$ cat config.mk
export PLATFORM = sky130hd
export DESIGN_NAME = shift_branch_bit_change_exec
export DESIGN_NICKNAME = d
export VERILOG_FILES = /design/src/hw/exec_pkg.sv /design/src/hw/acc_shifter.sv /design/src/hw/bit_inverter.sv /design/src/hw/shift_branch_bit_change_exec.sv
export SDC_FILE = /design/constraint.sdc
export NUM_CORES = 1
export LEC_CHECK = 0
export BUFFER_PORTS_ARGS = -buffer_cell sky130_fd_sc_hd__buf_2
export CORE_ASPECT_RATIO = 0.7
export CORE_MARGIN = 2
export CORE_UTILIZATION = 25
export CTS_CLUSTER_SIZE = 30
export DETAILED_ROUTE_END_ITERATION = 8
export MAX_ROUTING_LAYER = met4
export SYNTH_ARGS = -nofsm -noshare
export SYNTH_HDL_FRONTEND = slang
export SYNTH_SLANG_ARGS = --single-unit
$ cat constraint.sdc
create_clock -name I_CORE_CLK -period 13.6 [get_ports I_CORE_CLK]
set_clock_uncertainty 0.05 [all_clocks]
set_input_delay 0.68 -clock I_CORE_CLK [delete_from_list [all_inputs] [get_ports I_CORE_CLK]]
set_output_delay 0.68 -clock I_CORE_CLK [all_outputs]
set_load 0.02 [all_outputs]
$ cat src/hw/exec_pkg.sv
/*
 * constants for the shift / branch / bit-change execution block.
 * assumes one core clock, active-high asynchronous reset, 32-bit reg port.
 */
// Functional notes
// - left shift sets V if bit 39 changes
// - left shift carry is last bit out
// - left shift zero-fills low, drops high bits
// - single right shift: LSB to carry, MSB kept
// - multi right shift sign-fills, 40-bit wide
// - count from 6-bit immediate or reg bits 5..0
// - shift count unsigned, range 0 to 40
// - count above 40 gives undefined result
// - right shift always clears overflow
// - right shift carry zero for count zero
// - branch taken adds displacement, else PC plus one
// - displacement is signed 16-bit distance
// - short displacement is sign-extended 9 bits
// - register form adds selected address pointer
// - branch leaves all condition flags alone
// - bit change inverts bit; copies it to carry except for status destination
// - bit number is immediate, 0 to 23
// - read and write done with bus locked
// - status destination inverts only chosen flag
// - other destinations: carry is tested bit
package exec_pkg;
    localparam int ACC_W = 40;
    localparam int PC_W = 16;
    localparam int WORD_W = 24;
    localparam int CNT_W = 6;
    localparam int BIT_W = 5;
    localparam int DISP_W = 9;
    localparam int NPTR = 8;
    localparam logic [6:0] MAX_SHIFT = 7'h28;
    localparam logic [7:0] OFS_CCR = 8'h00;
    localparam logic [7:0] OFS_PC = 8'h04;
    localparam logic [7:0] OFS_STATUS = 8'h08;
    localparam logic [7:0] OFS_PTR0 = 8'h20;
    localparam logic [7:0] CCR_RESET = 8'h00;
    localparam logic [15:0] PC_RESET = 16'h0000;
    localparam int CCR_C = 0;
    localparam int CCR_V = 1;
    localparam int CCR_Z = 2;
    localparam int CCR_N = 3;
    localparam int CCR_L = 6;
    localparam logic [2:0] OP_ASL1 = 3'h1;
    localparam logic [2:0] OP_ASLN = 3'h2;
    localparam logic [2:0] OP_ASR1 = 3'h3;
    localparam logic [2:0] OP_ASRN = 3'h4;
    localparam logic [2:0] OP_BRANCH = 3'h5;
    localparam logic [2:0] OP_BITINV = 3'h6;
endpackage : exec_pkg

$ cat src/hw/acc_shifter.sv
/*
 * combinational 40-bit arithmetic shifter, left or right.
 * assumes count already chosen and limited by the caller.
 */
`timescale 1ns/1ps
module acc_shifter
    import exec_pkg::*;
#(
    parameter int W = ACC_W
) (
    input wire logic [W-1:0] i_operand,
    input wire logic [CNT_W-1:0] i_count,
    input wire logic i_right,
    output logic [W-1:0] o_result,
    output logic o_carry,
    output logic o_overflow
);
    logic [2*W-1:0] left_ext;
    logic [2*W-1:0] right_ext;
    logic [W-1:0] ones;
    logic [W-1:0] seen_mask;
    logic [W-1:0] diff;
    logic fill_seen;
    // zero fill on the right, high bits drop off
    assign left_ext = {{W{1'b0}}, i_operand} << i_count;
    // sign fill, carry is the bit just below the result
    assign right_ext = $signed({i_operand, {W{1'b0}}}) >>> i_count;
    assign ones = {W{1'b1}};
    // bits that pass through the msb during the shift
    assign seen_mask = (~(ones >> i_count)) >> 1;
    assign diff = i_operand ^ {W{i_operand[W-1]}};
    assign o_result = i_right ? right_ext[2*W-1:W] : left_ext[W-1:0];
    // count zero leaves zero at both carry taps
    assign o_carry = i_right ? right_ext[W-1] : left_ext[W];
    // a full-width shift finally pushes a zero fill into the msb
    assign fill_seen = i_operand[W-1] && (int'(i_count) >= W);
    assign o_overflow = i_right ? 1'b0 : (|(diff & seen_mask) || fill_seen);
endmodule : acc_shifter

$ cat src/hw/bit_inverter.sv
/*
 * picks one bit of a word, reports it and returns the word with it inverted.
 * assumes bit number below the word width; larger numbers change nothing.
 */
`timescale 1ns/1ps
module bit_inverter
    import exec_pkg::*;
#(
    parameter int W = WORD_W
) (
    input wire logic [W-1:0] i_word,
    input wire logic [BIT_W-1:0] i_bit,
    output logic [W-1:0] o_word,
    output logic o_tested
);
    logic [W-1:0] sel;
    assign sel = {{(W-1){1'b0}}, 1'b1} << i_bit;
    assign o_tested = |(i_word & sel);
    assign o_word = i_word ^ sel;
endmodule : bit_inverter

$ cat src/hw/shift_branch_bit_change_exec.sv
/*
 * execution unit for arithmetic shifts, conditional branch and bit change.
 * assumes the issue side holds one operation per I_OP_VALID pulse and
 * waits while O_BUSY is high; memory answers a read in the next cycle.
 */
// Implementation choices: the address-and-strobe port and the address map.
`timescale 1ns/1ps
module shift_branch_bit_change_exec
    import exec_pkg::*;
(
    input wire logic I_CORE_CLK,
    input wire logic I_RESET,
    input wire logic [7:0] I_REG_ADDR,
    input wire logic [31:0] I_REG_WDATA,
    input wire logic I_REG_WR,
    input wire logic I_REG_RD,
    output logic [31:0] O_REG_RDATA,
    input wire logic I_OP_VALID,
    input wire logic [2:0] I_OP_CODE,
    input wire logic [ACC_W-1:0] I_SHIFT_OPERAND,
    input wire logic I_COUNT_FROM_REG,
    input wire logic [CNT_W-1:0] I_SHIFT_AMOUNT_IMM,
    input wire logic [15:0] I_SHIFT_COUNT_SOURCE_REG,
    input wire logic I_COND_TRUE,
    input wire logic I_BRANCH_REG_FORM,
    input wire logic [DISP_W-1:0] I_BRANCH_DISP,
    input wire logic [2:0] I_PTR_SEL,
    input wire logic I_BIT_TO_STATUS,
    input wire logic [BIT_W-1:0] I_BIT_NUM,
    input wire logic [15:0] I_MEM_ADDR,
    input wire logic [WORD_W-1:0] I_MEM_RDATA,
    output logic [ACC_W-1:0] O_ACC_RESULT,
    output logic O_ACC_WE,
    output logic [PC_W-1:0] O_PC,
    output logic [7:0] O_CCR,
    output logic O_BUSY,
    output logic O_MEM_RD,
    output logic O_MEM_WR,
    output logic O_MEM_LOCK,
    output logic [15:0] O_MEM_ADDR_OUT,
    output logic [WORD_W-1:0] O_MEM_WDATA
);
    typedef enum logic [1:0] {
        ST_IDLE = 2'b00,
        ST_READ = 2'b01,
        ST_WAIT = 2'b10,
        ST_WRITE = 2'b11
    } state_t;

    ////////////////////////////////////////////////////////////////////
    // state
    state_t state_reg;
    state_t state_next;
    logic [7:0] ccr_reg;
    logic [PC_W-1:0] pc_reg;
    logic [PC_W-1:0] ptr_reg [NPTR];
    logic [ACC_W-1:0] acc_reg;
    logic acc_we_reg;
    logic [31:0] rdata_reg;
    logic mem_rd_reg;
    logic mem_wr_reg;
    logic mem_lock_reg;
    logic [15:0] mem_addr_reg;
    logic [WORD_W-1:0] mem_wdata_reg;
    logic [BIT_W-1:0] bit_num_reg;

    ////////////////////////////////////////////////////////////////////
    // operation decode
    wire is_asl1;
    wire is_asln;
    wire is_asr1;
    wire is_asrn;
    wire is_shift;
    wire is_right;
    wire is_branch;
    wire is_bitinv;
    wire go;
    assign go = I_OP_VALID && (state_reg == ST_IDLE);
    assign is_asl1 = go && (I_OP_CODE == OP_ASL1);
    assign is_asln = go && (I_OP_CODE == OP_ASLN);
    assign is_asr1 = go && (I_OP_CODE == OP_ASR1);
    assign is_asrn = go && (I_OP_CODE == OP_ASRN);
    assign is_shift = is_asl1 || is_asln || is_asr1 || is_asrn;
    assign is_right = is_asr1 || is_asrn;
    assign is_branch = go && (I_OP_CODE == OP_BRANCH);
    assign is_bitinv = go && (I_OP_CODE == OP_BITINV);

    ////////////////////////////////////////////////////////////////////
    // shift count and shifter
    wire [CNT_W-1:0] multi_count;
    wire [CNT_W-1:0] shift_count;
    wire [ACC_W-1:0] shift_result;
    wire shift_carry;
    wire shift_ovf;
    // only the low six bits of the source register count
    assign multi_count = I_COUNT_FROM_REG
        ? I_SHIFT_COUNT_SOURCE_REG[CNT_W-1:0]
        : I_SHIFT_AMOUNT_IMM;
    // unsigned count; above 40 the result is left undefined
    assign shift_count = (is_asl1 || is_asr1)
        ? {{(CNT_W-1){1'b0}}, 1'b1}
        : multi_count;

    acc_shifter #(
        .W(ACC_W)
    ) u_shifter (
        .i_operand(I_SHIFT_OPERAND),
        .i_count(shift_count),
        .i_right(is_right),
        .o_result(shift_result),
        .o_carry(shift_carry),
        .o_overflow(shift_ovf)
    );

    wire [7:0] shift_ccr;
    assign shift_ccr = {ccr_reg[7],
        ccr_reg[CCR_L] | shift_ovf,
        ccr_reg[5:4],
        shift_result[ACC_W-1],
        ~|shift_result,
        shift_ovf,
        shift_carry};

    ////////////////////////////////////////////////////////////////////
    // branch target
    wire [PC_W-1:0] short_disp;
    wire [PC_W-1:0] disp;
    wire [PC_W-1:0] pc_target;
    assign short_disp = {{(PC_W-DISP_W){I_BRANCH_DISP[DISP_W-1]}},
        I_BRANCH_DISP};
    assign disp = I_BRANCH_REG_FORM ? ptr_reg[I_PTR_SEL] : short_disp;
    // two's-complement add wraps in 16 bits
    assign pc_target = I_COND_TRUE
        ? pc_reg + disp
        : pc_reg + 16'h0001;

    ////////////////////////////////////////////////////////////////////
    // bit change on the status flags or on a fetched word
    wire [WORD_W-1:0] status_word_in;
    wire [WORD_W-1:0] status_word_out;
    wire status_tested;
    wire [WORD_W-1:0] mem_word_out;
    wire mem_tested;
    assign status_word_in = {{(WORD_W-8){1'b0}}, ccr_reg};

    bit_inverter #(
        .W(WORD_W)
    ) u_status_inv (
        .i_word(status_word_in),
        .i_bit(I_BIT_NUM),
        .o_word(status_word_out),
        .o_tested(status_tested)
    );

    bit_inverter #(
        .W(WORD_W)
    ) u_mem_inv (
        .i_word(I_MEM_RDATA),
        .i_bit(bit_num_reg),
        .o_word(mem_word_out),
        .o_tested(mem_tested)
    );

    // status destination: only the named flag flips, bits above 7 ignored
    wire [7:0] status_ccr;
    assign status_ccr = status_word_out[7:0];

    // other destinations: carry takes the tested bit, V/Z/N/U/E kept
    wire [7:0] mem_ccr;
    assign mem_ccr = {ccr_reg[7:1], mem_tested};

    ////////////////////////////////////////////////////////////////////
    // sequence for the locked read-modify-write
    always_comb begin
        state_next = state_reg;
        case (state_reg)
            ST_IDLE: begin
                if (is_bitinv && !I_BIT_TO_STATUS) begin
                    state_next = ST_READ;
                end
            end
            ST_READ: begin
                state_next = ST_WAIT;
            end
            ST_WAIT: begin
                state_next = ST_WRITE;
            end
            ST_WRITE: begin
                state_next = ST_IDLE;
            end
            default: begin
                state_next = ST_IDLE;
            end
        endcase
    end

    ////////////////////////////////////////////////////////////////////
    // register port decode
    wire wr_ccr;
    wire wr_pc;
    wire wr_ptr;
    wire [2:0] ptr_idx;
    wire [31:0] rd_mux;
    assign wr_ccr = I_REG_WR && (I_REG_ADDR == OFS_CCR);
    assign wr_pc = I_REG_WR && (I_REG_ADDR == OFS_PC);
    assign wr_ptr = I_REG_WR && (I_REG_ADDR[7:5] == OFS_PTR0[7:5])
        && (I_REG_ADDR[1:0] == 2'b00);
    assign ptr_idx = I_REG_ADDR[4:2];
    assign rd_mux =
        (I_REG_ADDR == OFS_CCR) ? {24'h00_0000, ccr_reg} :
        (I_REG_ADDR == OFS_PC) ? {16'h0000, pc_reg} :
        (I_REG_ADDR == OFS_STATUS) ?
            {30'h0000_0000, mem_lock_reg, (state_reg != ST_IDLE)} :
        (I_REG_ADDR[7:5] == OFS_PTR0[7:5] && I_REG_ADDR[1:0] == 2'b00) ?
            {16'h0000, ptr_reg[ptr_idx]} :
        32'h0000_0000;

    ////////////////////////////////////////////////////////////////////
    // flags: an executing operation wins over a software write
    logic [7:0] ccr_next;
    always_comb begin
        ccr_next = ccr_reg;
        if (is_shift) begin
            ccr_next = shift_ccr;
        end else if (is_bitinv && I_BIT_TO_STATUS) begin
            ccr_next = status_ccr;
        end else if (state_reg == ST_WAIT) begin
            ccr_next = mem_ccr;
        end else if (wr_ccr && !is_branch) begin
            ccr_next = I_REG_WDATA[7:0];
        end else begin
            ccr_next = ccr_reg;
        end
    end

    logic [PC_W-1:0] pc_next;
    always_comb begin
        pc_next = pc_reg;
        if (is_branch) begin
            pc_next = pc_target;
        end else if (wr_pc) begin
            pc_next = I_REG_WDATA[PC_W-1:0];
        end
    end

    ////////////////////////////////////////////////////////////////////
    // core flops
    always_ff @(posedge I_CORE_CLK or posedge I_RESET) begin
        if (I_RESET) begin
            state_reg <= ST_IDLE;
            ccr_reg <= CCR_RESET;
            pc_reg <= PC_RESET;
            rdata_reg <= 32'h0000_0000;
        end else begin
            state_reg <= state_next;
            ccr_reg <= ccr_next;
            pc_reg <= pc_next;
            rdata_reg <= I_REG_RD ? rd_mux : 32'h0000_0000;
        end
    end

    genvar gi;
    generate
        for (gi = 0; gi < NPTR; gi++) begin : g_ptr
            always_ff @(posedge I_CORE_CLK or posedge I_RESET) begin
                if (I_RESET) begin
                    ptr_reg[gi] <= 16'h0000;
                end else if (wr_ptr && ptr_idx == 3'(gi)) begin
                    ptr_reg[gi] <= I_REG_WDATA[15:0];
                end
            end
        end
    endgenerate

    always_ff @(posedge I_CORE_CLK or posedge I_RESET) begin
        if (I_RESET) begin
            acc_reg <= '0;
            acc_we_reg <= 1'b0;
        end else begin
            acc_we_reg <= is_shift;
            if (is_shift) begin
                acc_reg <= shift_result;
            end
        end
    end

    ////////////////////////////////////////////////////////////////////
    // memory side of the bit change
    always_ff @(posedge I_CORE_CLK or posedge I_RESET) begin
        if (I_RESET) begin
            mem_rd_reg <= 1'b0;
            mem_wr_reg <= 1'b0;
            mem_lock_reg <= 1'b0;
            mem_addr_reg <= 16'h0000;
            mem_wdata_reg <= '0;
            bit_num_reg <= '0;
        end else begin
            mem_rd_reg <= (state_next == ST_READ);
            mem_wr_reg <= (state_next == ST_WRITE);
            // lock spans the read through the write
            mem_lock_reg <= (state_next != ST_IDLE);
            if (is_bitinv) begin
                mem_addr_reg <= I_MEM_ADDR;
                bit_num_reg <= I_BIT_NUM;
            end
            if (state_reg == ST_WAIT) begin
                mem_wdata_reg <= mem_word_out;
            end
        end
    end

    ////////////////////////////////////////////////////////////////////
    // outputs
    logic busy_reg;
    always_ff @(posedge I_CORE_CLK or posedge I_RESET) begin
        if (I_RESET) begin
            busy_reg <= 1'b0;
        end else begin
            busy_reg <= (state_next != ST_IDLE);
        end
    end

    assign O_REG_RDATA = rdata_reg;
    assign O_ACC_RESULT = acc_reg;
    assign O_ACC_WE = acc_we_reg;
    assign O_PC = pc_reg;
    assign O_CCR = ccr_reg;
    assign O_BUSY = busy_reg;
    assign O_MEM_RD = mem_rd_reg;
    assign O_MEM_WR = mem_wr_reg;
    assign O_MEM_LOCK = mem_lock_reg;
    assign O_MEM_ADDR_OUT = mem_addr_reg;
    assign O_MEM_WDATA = mem_wdata_reg;

    wire unused_ok;
    assign unused_ok = status_tested;
endmodule : shift_branch_bit_change_exec

; Yosys cells after proc, flatten, opt, wreduce, memory -nomap -nowiden
; Index checks and enable logic that the tools add are counted.
[word_totals]
register_bits = 259
latch_bits = 0
mem_bits_rw = 0
mem_bits_ro = 0
inputBits = 171
out_inout_bits = 141
elab_cells = 139
n_memories = 0
[classes]
n_addsub = 2
n_mul = 0
n_div = 0
order_cmp = 3
eq_ne = 23
shift = 5
n_mux = 26
bitwise = 10
reduce_logical = 48
[op_table]
columns = cell, count
row1 = $mux W16, 13
row2 = $bmux W16 S3, 2
row3 = $reduce_or A40 Y1, 2
row4 = $sshr A80 B6 Y80, 1
row5 = $shl A40 B6 Y41, 1
row6 = $and A40 B39 Y40, 1
row7 = $mux W40, 1
row8 = $not A40 Y40, 1
row9 = $shr A40 B6 Y40 const A, 1
row10 = $xor A40 B40 Y40, 1
row11 = $and A24 B24 Y24, 1
row12 = $logic_and A1 B1 Y1, 24
row13 = $mux W8, 3
row14 = $reduce_or A24 Y1, 1
row15 = $shl A1 B5 Y24 const A, 1
row16 = $xor A24 B24 Y24, 1
row17 = $eq A3 B3 Y1 const B, 7
row18 = $add A16 B1 Y16 const B, 1
row19 = $add A16 B16 Y16, 1
row20 = $eq A3 B2 Y1 const B, 4
row21 = $mux W6, 2
row22 = $eq A3 B1 Y1 const B, 3
row23 = $eq A8 B3 Y1 const B, 1
row24 = $eq A8 B4 Y1 const B, 1
row25 = 25 further kinds, 42

; Depth between registers and ports, before layout
[depth]
depth_word = 13
depth_mapped = 22
ltp_nobuf = 19

; Hierarchy
; Synthesis repeated with hierarchy kept, for this count alone.
[hier_totals]
cells_unflattened = 1987
hier_area_um2 = 21080.2
[modules_own_cells]
columns = mod, n_inst, cells_each, area_per_inst_um2, seq_area_each_um2
row1 = shift_branch_bit_change_exec, 1, 969, 13143.9, 6481.2
row2 = acc_shifter, 1, 876, 6875.3, 0.0
row3 = bit_inverter, 2, 71, 530.5, 0.0

; Worst setup path after synthesis
; OpenSTA, ideal clock, no wires.
[synth_path]
kind = input to register
startpoint = input I_PTR_SEL[0]
endpoint = register pc_reg[15] (netlist: O_PC[15])
setup_ns = 0.128
arrival_ns = 4.669
required_time_ns = 13.422
path_slack_ns = 8.753
path_stages = 20
n_path_buf = 3
path_cell_list = clkbuf_1 > clkbuf_1 > clkbuf_1 > mux4_2 > mux2i_1 > nand2_1 > o21ai_0 > nand2_1 > ha_1 > a21o_1 > a21oi_1 > o21ai_0 > nand2_1 > o221ai_1 > o41a_1 > a311o_1 > a21o_1 > xor2_1 > a211oi_1 > nor3_1
[synth_between]
elab_chain_cells = 8
[synth_lines]
columns = element, line
row1 = start: declaration, shift_branch_bit_change_exec.sv:27  ; input wire logic [2:0] I_PTR_SEL,
row2 = $not A3 Y4 (not written as such), shift_branch_bit_change_exec.sv:131  ; assign disp = I_BRANCH_REG_FORM ? ptr_reg[I_PTR_SEL] : short_disp;
row3 = $bmux W16 S3, shift_branch_bit_change_exec.sv:131
row4 = $mux W16 (not written as such) (2 in a row), shift_branch_bit_change_exec.sv:131
row5 = $mux W16, shift_branch_bit_change_exec.sv:131
row6 = $add A16 B16 Y16, shift_branch_bit_change_exec.sv:134  ; ? pc_reg + disp
row7 = $mux W16, shift_branch_bit_change_exec.sv:134
row8 = $mux W16, shift_branch_bit_change_exec.sv:239  ; if (is_branch) begin
row9 = end signal: assignment, shift_branch_bit_change_exec.sv:257  ; pc_reg <= pc_next;
row10 = end: declaration, shift_branch_bit_change_exec.sv:55  ; logic [PC_W-1:0] pc_reg;
; No other way between the ends. The select of a mux whose other input is x is not followed.
; A chain may end at the register's enable or synchronous reset.

; Worst setup path after layout
[layout_path]
startpoint = register state_reg[0]
endpoint = register ccr_reg[2] (netlist: O_CCR[2])
[layout_between]
elab_chain_cells = 10
elab_cells_between_ends = 28
classes_between = eq/ne (2) / shift (2) / mux (4) / reduce/logical (20)
[layout_lines]
columns = element, line
row1 = start: declaration, shift_branch_bit_change_exec.sv:52  ; state_t state_reg;
row2 = start signal: assignment, shift_branch_bit_change_exec.sv:255  ; state_reg <= state_next;
row3 = $logic_not A2 Y1, shift_branch_bit_change_exec.sv:78  ; assign go = I_OP_VALID && (state_reg == ST_IDLE);
row4 = $logic_and A1 B1 Y1, shift_branch_bit_change_exec.sv:78
row5 = "$logic_and A1 B1 Y1, on equally long branches", "shift_branch_bit_change_exec.sv:79, shift_branch_bit_change_exec.sv:81"
row6 = $logic_or A1 B1 Y1, shift_branch_bit_change_exec.sv:100  ; assign shift_count = (is_asl1 || is_asr1)
row7 = $mux W6, shift_branch_bit_change_exec.sv:101  ; ? {{(CNT_W-1){1'b0}}, 1'b1}
row8 = $shl A40 B6 Y41 or $sshr A80 B6 Y80 (tied branches), "acc_shifter.sv:25, acc_shifter.sv:27"
row9 = $mux W40, acc_shifter.sv:32  ; assign o_result = i_right ? right_ext[2*W-1:W] : left_ext[W-1:0];
row10 = $reduce_or A40 Y1, shift_branch_bit_change_exec.sv:120  ; ~|shift_result,
row11 = $logic_not A1 Y1, shift_branch_bit_change_exec.sv:120
row12 = $mux W7, shift_branch_bit_change_exec.sv:223  ; if (is_shift) begin
row13 = end signal: assignment, shift_branch_bit_change_exec.sv:256  ; ccr_reg <= ccr_next;
row14 = end: declaration, shift_branch_bit_change_exec.sv:54  ; logic [7:0] ccr_reg;
; Parallel ways exist; a longest one is shown, timed or not.

==> impl_metrics.json <==
{
  "status": "complete, no violations",
  "postRouteAntennaNets": 0,
  "path_buf_inv": 3,
  "cpLargestDelayFamily": "simple AND/OR/NAND/NOR gates",
  "multi_input_area_sq_um": 13100,
  "clockBufferDepth": 3,
  "io_pins": 312,
  "crit_chain": "inv_1, ha_1, and4b_2, buf_4, nor2_2, buf_4, a32o_1, a2111oi_1, nand2_1, nand4b_1, o211a_1, nor4b_1, nand4_1, nor4_1, a41o_1",
  "portBuffers": 269,
  "design_area_sq_um": 23800,
  "routedWlPerCell_um": 28.6,
  "hold_violations": 0,
  "ctsHoldBuffers": 0,
  "post-synth-top-count-cell": "nand2_1",
  "finalSetupViolCount": 0,
  "synth.area.mux_share": 0.232,
  "cts_setup_buffers": 0,
  "synth_area_leaders": "dfrtp_1 (32%), mux2_2 (10%), mux4_2 (7.2%)",
  "final-instance-count-excl-fill": 3540,
  "routed_via_density": 5.91,
  "path_clk_slew_ps": 80,
  "synth_compound_area_frac": 0.200,
  "synthCells": 2298,
  "ys.flop_type": "dfrtp_1",
  "critPathRequiredTime_ps": 14050,
  "cts.sink_count": 259,
  "synth_seq_area_share": 0.315,
  "finalWirelength_mm": 101,
  "max_slew_margin": 0.0194,
  "largest_register_ffs": 128,
  "fin_total_pwr_mw": 3.49,
  "clk_latency_ps": 560,
  "syn_avg_cell_area_sq_um": 8.94,
  "core_area_sq_um": 81000,
  "grt_first_pass_wirelength_mm": 146,
  "drv_cap": 0,
  "yosys_warnings": 0,
  "final_nets": 2655,
  "synth.distinct_cells": 85,
  "ir_drop_mv": 0.122,
  "place_inst": 3481,
  "start_util": 0.254,
  "synth_common_cells": "nand2_1 (275), dfrtp_1 (259), mux2_2 (190)",
  "synth_top_area_cell": "dfrtp_1",
  "seqCellArea_sq_um": 6480,
  "synth_area_sq_um": 20500,
  "die_w_um": 347,
  "async_flop_share": 1.00,
  "synthAdderAreaFrac": 0.0259,
  "synth_top_family_by_area": "multiplexers",
  "grt_setup_unrepaired": "false",
  "die_y_um": 244,
  "setup.worst_path.start_class": "register",
  "htree_levels": 1,
  "slowest_stage": "a2111oi_1",
  "tritoncts": "done",
  "die_area_sq_um": 84500,
  "place_hpwl_mm": 74.7,
  "routabilityCongestion": 1.06,
  "antenna_found_initial": 8,
  "slowest_delay_ps": 1040,
  "fin_ws_ps": 6910,
  "cellPowerDensity_nw_per_um2": 147,
  "cp_max_fo": 39,
  "grt_usage": 0.238,
  "crit_top_cell": "buf_4",
  "finalMaxSlewViolations": 0,
  "synthToLayoutAreaGrowth_pct": 15.7,
  "synth-simple-area-share": 0.159,
  "hold_path_class": "in2async",
  "drive_gt1_frac": 0.278,
  "period_minus_slack_ps": 6690,
  "leakage_nw": 10.6,
  "first_global_vias": 19500,
  "cts_buffers": 27,
  "synth_edf_count": 0,
  "postPlaceCellArea_sq_um": 22800,
  "overflow": 0,
  "worstMarginPinSlew_ps": 1460,
  "cts.repair.resized": 0,
  "cts_root_buf": "clkbuf_16",
  "synth_top_area_frac": 0.315,
  "pre_cts_ws_ps": 7430,
  "min_period_over_period": 0.492,
  "drcViolationCount": 0,
  "path_class": "reg2reg",
  "vias": 20900,
  "cp.arrival_ps": 7150,
  "synthXorXnorAreaFrac": 0.0107,
  "setup_tns_ps": 0,
  "nFillCells": 8647,
  "drt_iter0_markers": 3184,
  "max_freq_mhz": 149,
  "firstDrtPassIters": 7,
  "num_rows": 87,
  "grt_max_degree": 101,
  "ys_seq_elements": 259,
  "cp-end-kind": "register"
}
metrics by stage:
step | hold slack (ps) | utilization
after floorplan | 441 | -
after global placement | 405 | 0.282
after detailed placement | 410 | 0.282
after CTS | 186 | 0.293
after global routing | 214 | 0.293
final | 144 | 0.294
layout by cell type, fill, tap and decap left out, types with 18 or more instances in the layout:
| master | instances |
|---|---|
| a211oi_1 | 32 |
| a21oi_1 | 145 |
| a22oi_1 | 19 |
| a31oi_1 | 24 |
| and3_1 | 18 |
| buf_2 | 269 |
| buf_4 | 63 |
| clkbuf_16 | 27 |
| dfrtp_1 | 259 |
| ha_1 | 40 |
| inv_1 | 26 |
| mux2_2 | 190 |
| mux2i_1 | 106 |
| mux4_2 | 66 |
| nand2_1 | 275 |
| nand3_1 | 95 |
| nor2_1 | 157 |
| nor3_1 | 39 |
| nor4_1 | 26 |
| o211ai_1 | 31 |
| o21ai_0 | 149 |
| o221ai_1 | 20 |
| o22ai_1 | 44 |
cell families after synthesis:
family,count (synthesis)
xor gates and xnor gates,25
other,1
adders and majority gates,42
DFF,259
muxes,368
and+or+nand+nor,713
buffers and inverters,260
AOI/OAI and AO/OA,630
report_power, final:
part / total (mW) / switching [mW] / internal, mW
clock network: 0.800 / 0.344 / 0.457
registers: 1.11 / 0.163 / 0.943
logic: 1.58 / 1.06 / 0.520
total: 3.49 / 1.57 / 1.92
final timing paths:
check	from	end	slack, ps	depth (start not counted)
max	state_reg[0]	O_CCR[2]	6910	15
min	I_RESET	O_MEM_WR	140	2
max reg2reg	state_reg[0]	O_CCR[2]	6910	15
min reg2reg	O_ACC_RESULT[36]	O_ACC_RESULT[36]	420	2
max in group asynchronous	I_RESET	O_MEM_WDATA[22]	11930	3
min in group I_CORE_CLK	I_MEM_ADDR[15]	O_MEM_ADDR_OUT[15]	290	2
layer usage:
layer	routed length (um)	global-route usage	share of wire	up-vias
li1	-	-	-	8913
met1	46300	0.350	0.46	10300
met2	38400	0.301	0.38	1477
met3	13600	0.0792	0.13	222
met4	3000	0.0613	0.030	0
met5	0	-	0	-
cell type report:
type | instances | area share
inverters | 28 | 0.00474
repair buffers | 332 | 0.0765
clock inverters | 18 | 0.00853
diodes | 10 | 0.00105
clock buffers | 31 | 0.0303
well taps | 1068 | 0.0562
flip-flops and latches | 259 | 0.273
multi-input cells | 1794 | 0.550
Power figures use the tool's default switching activity.
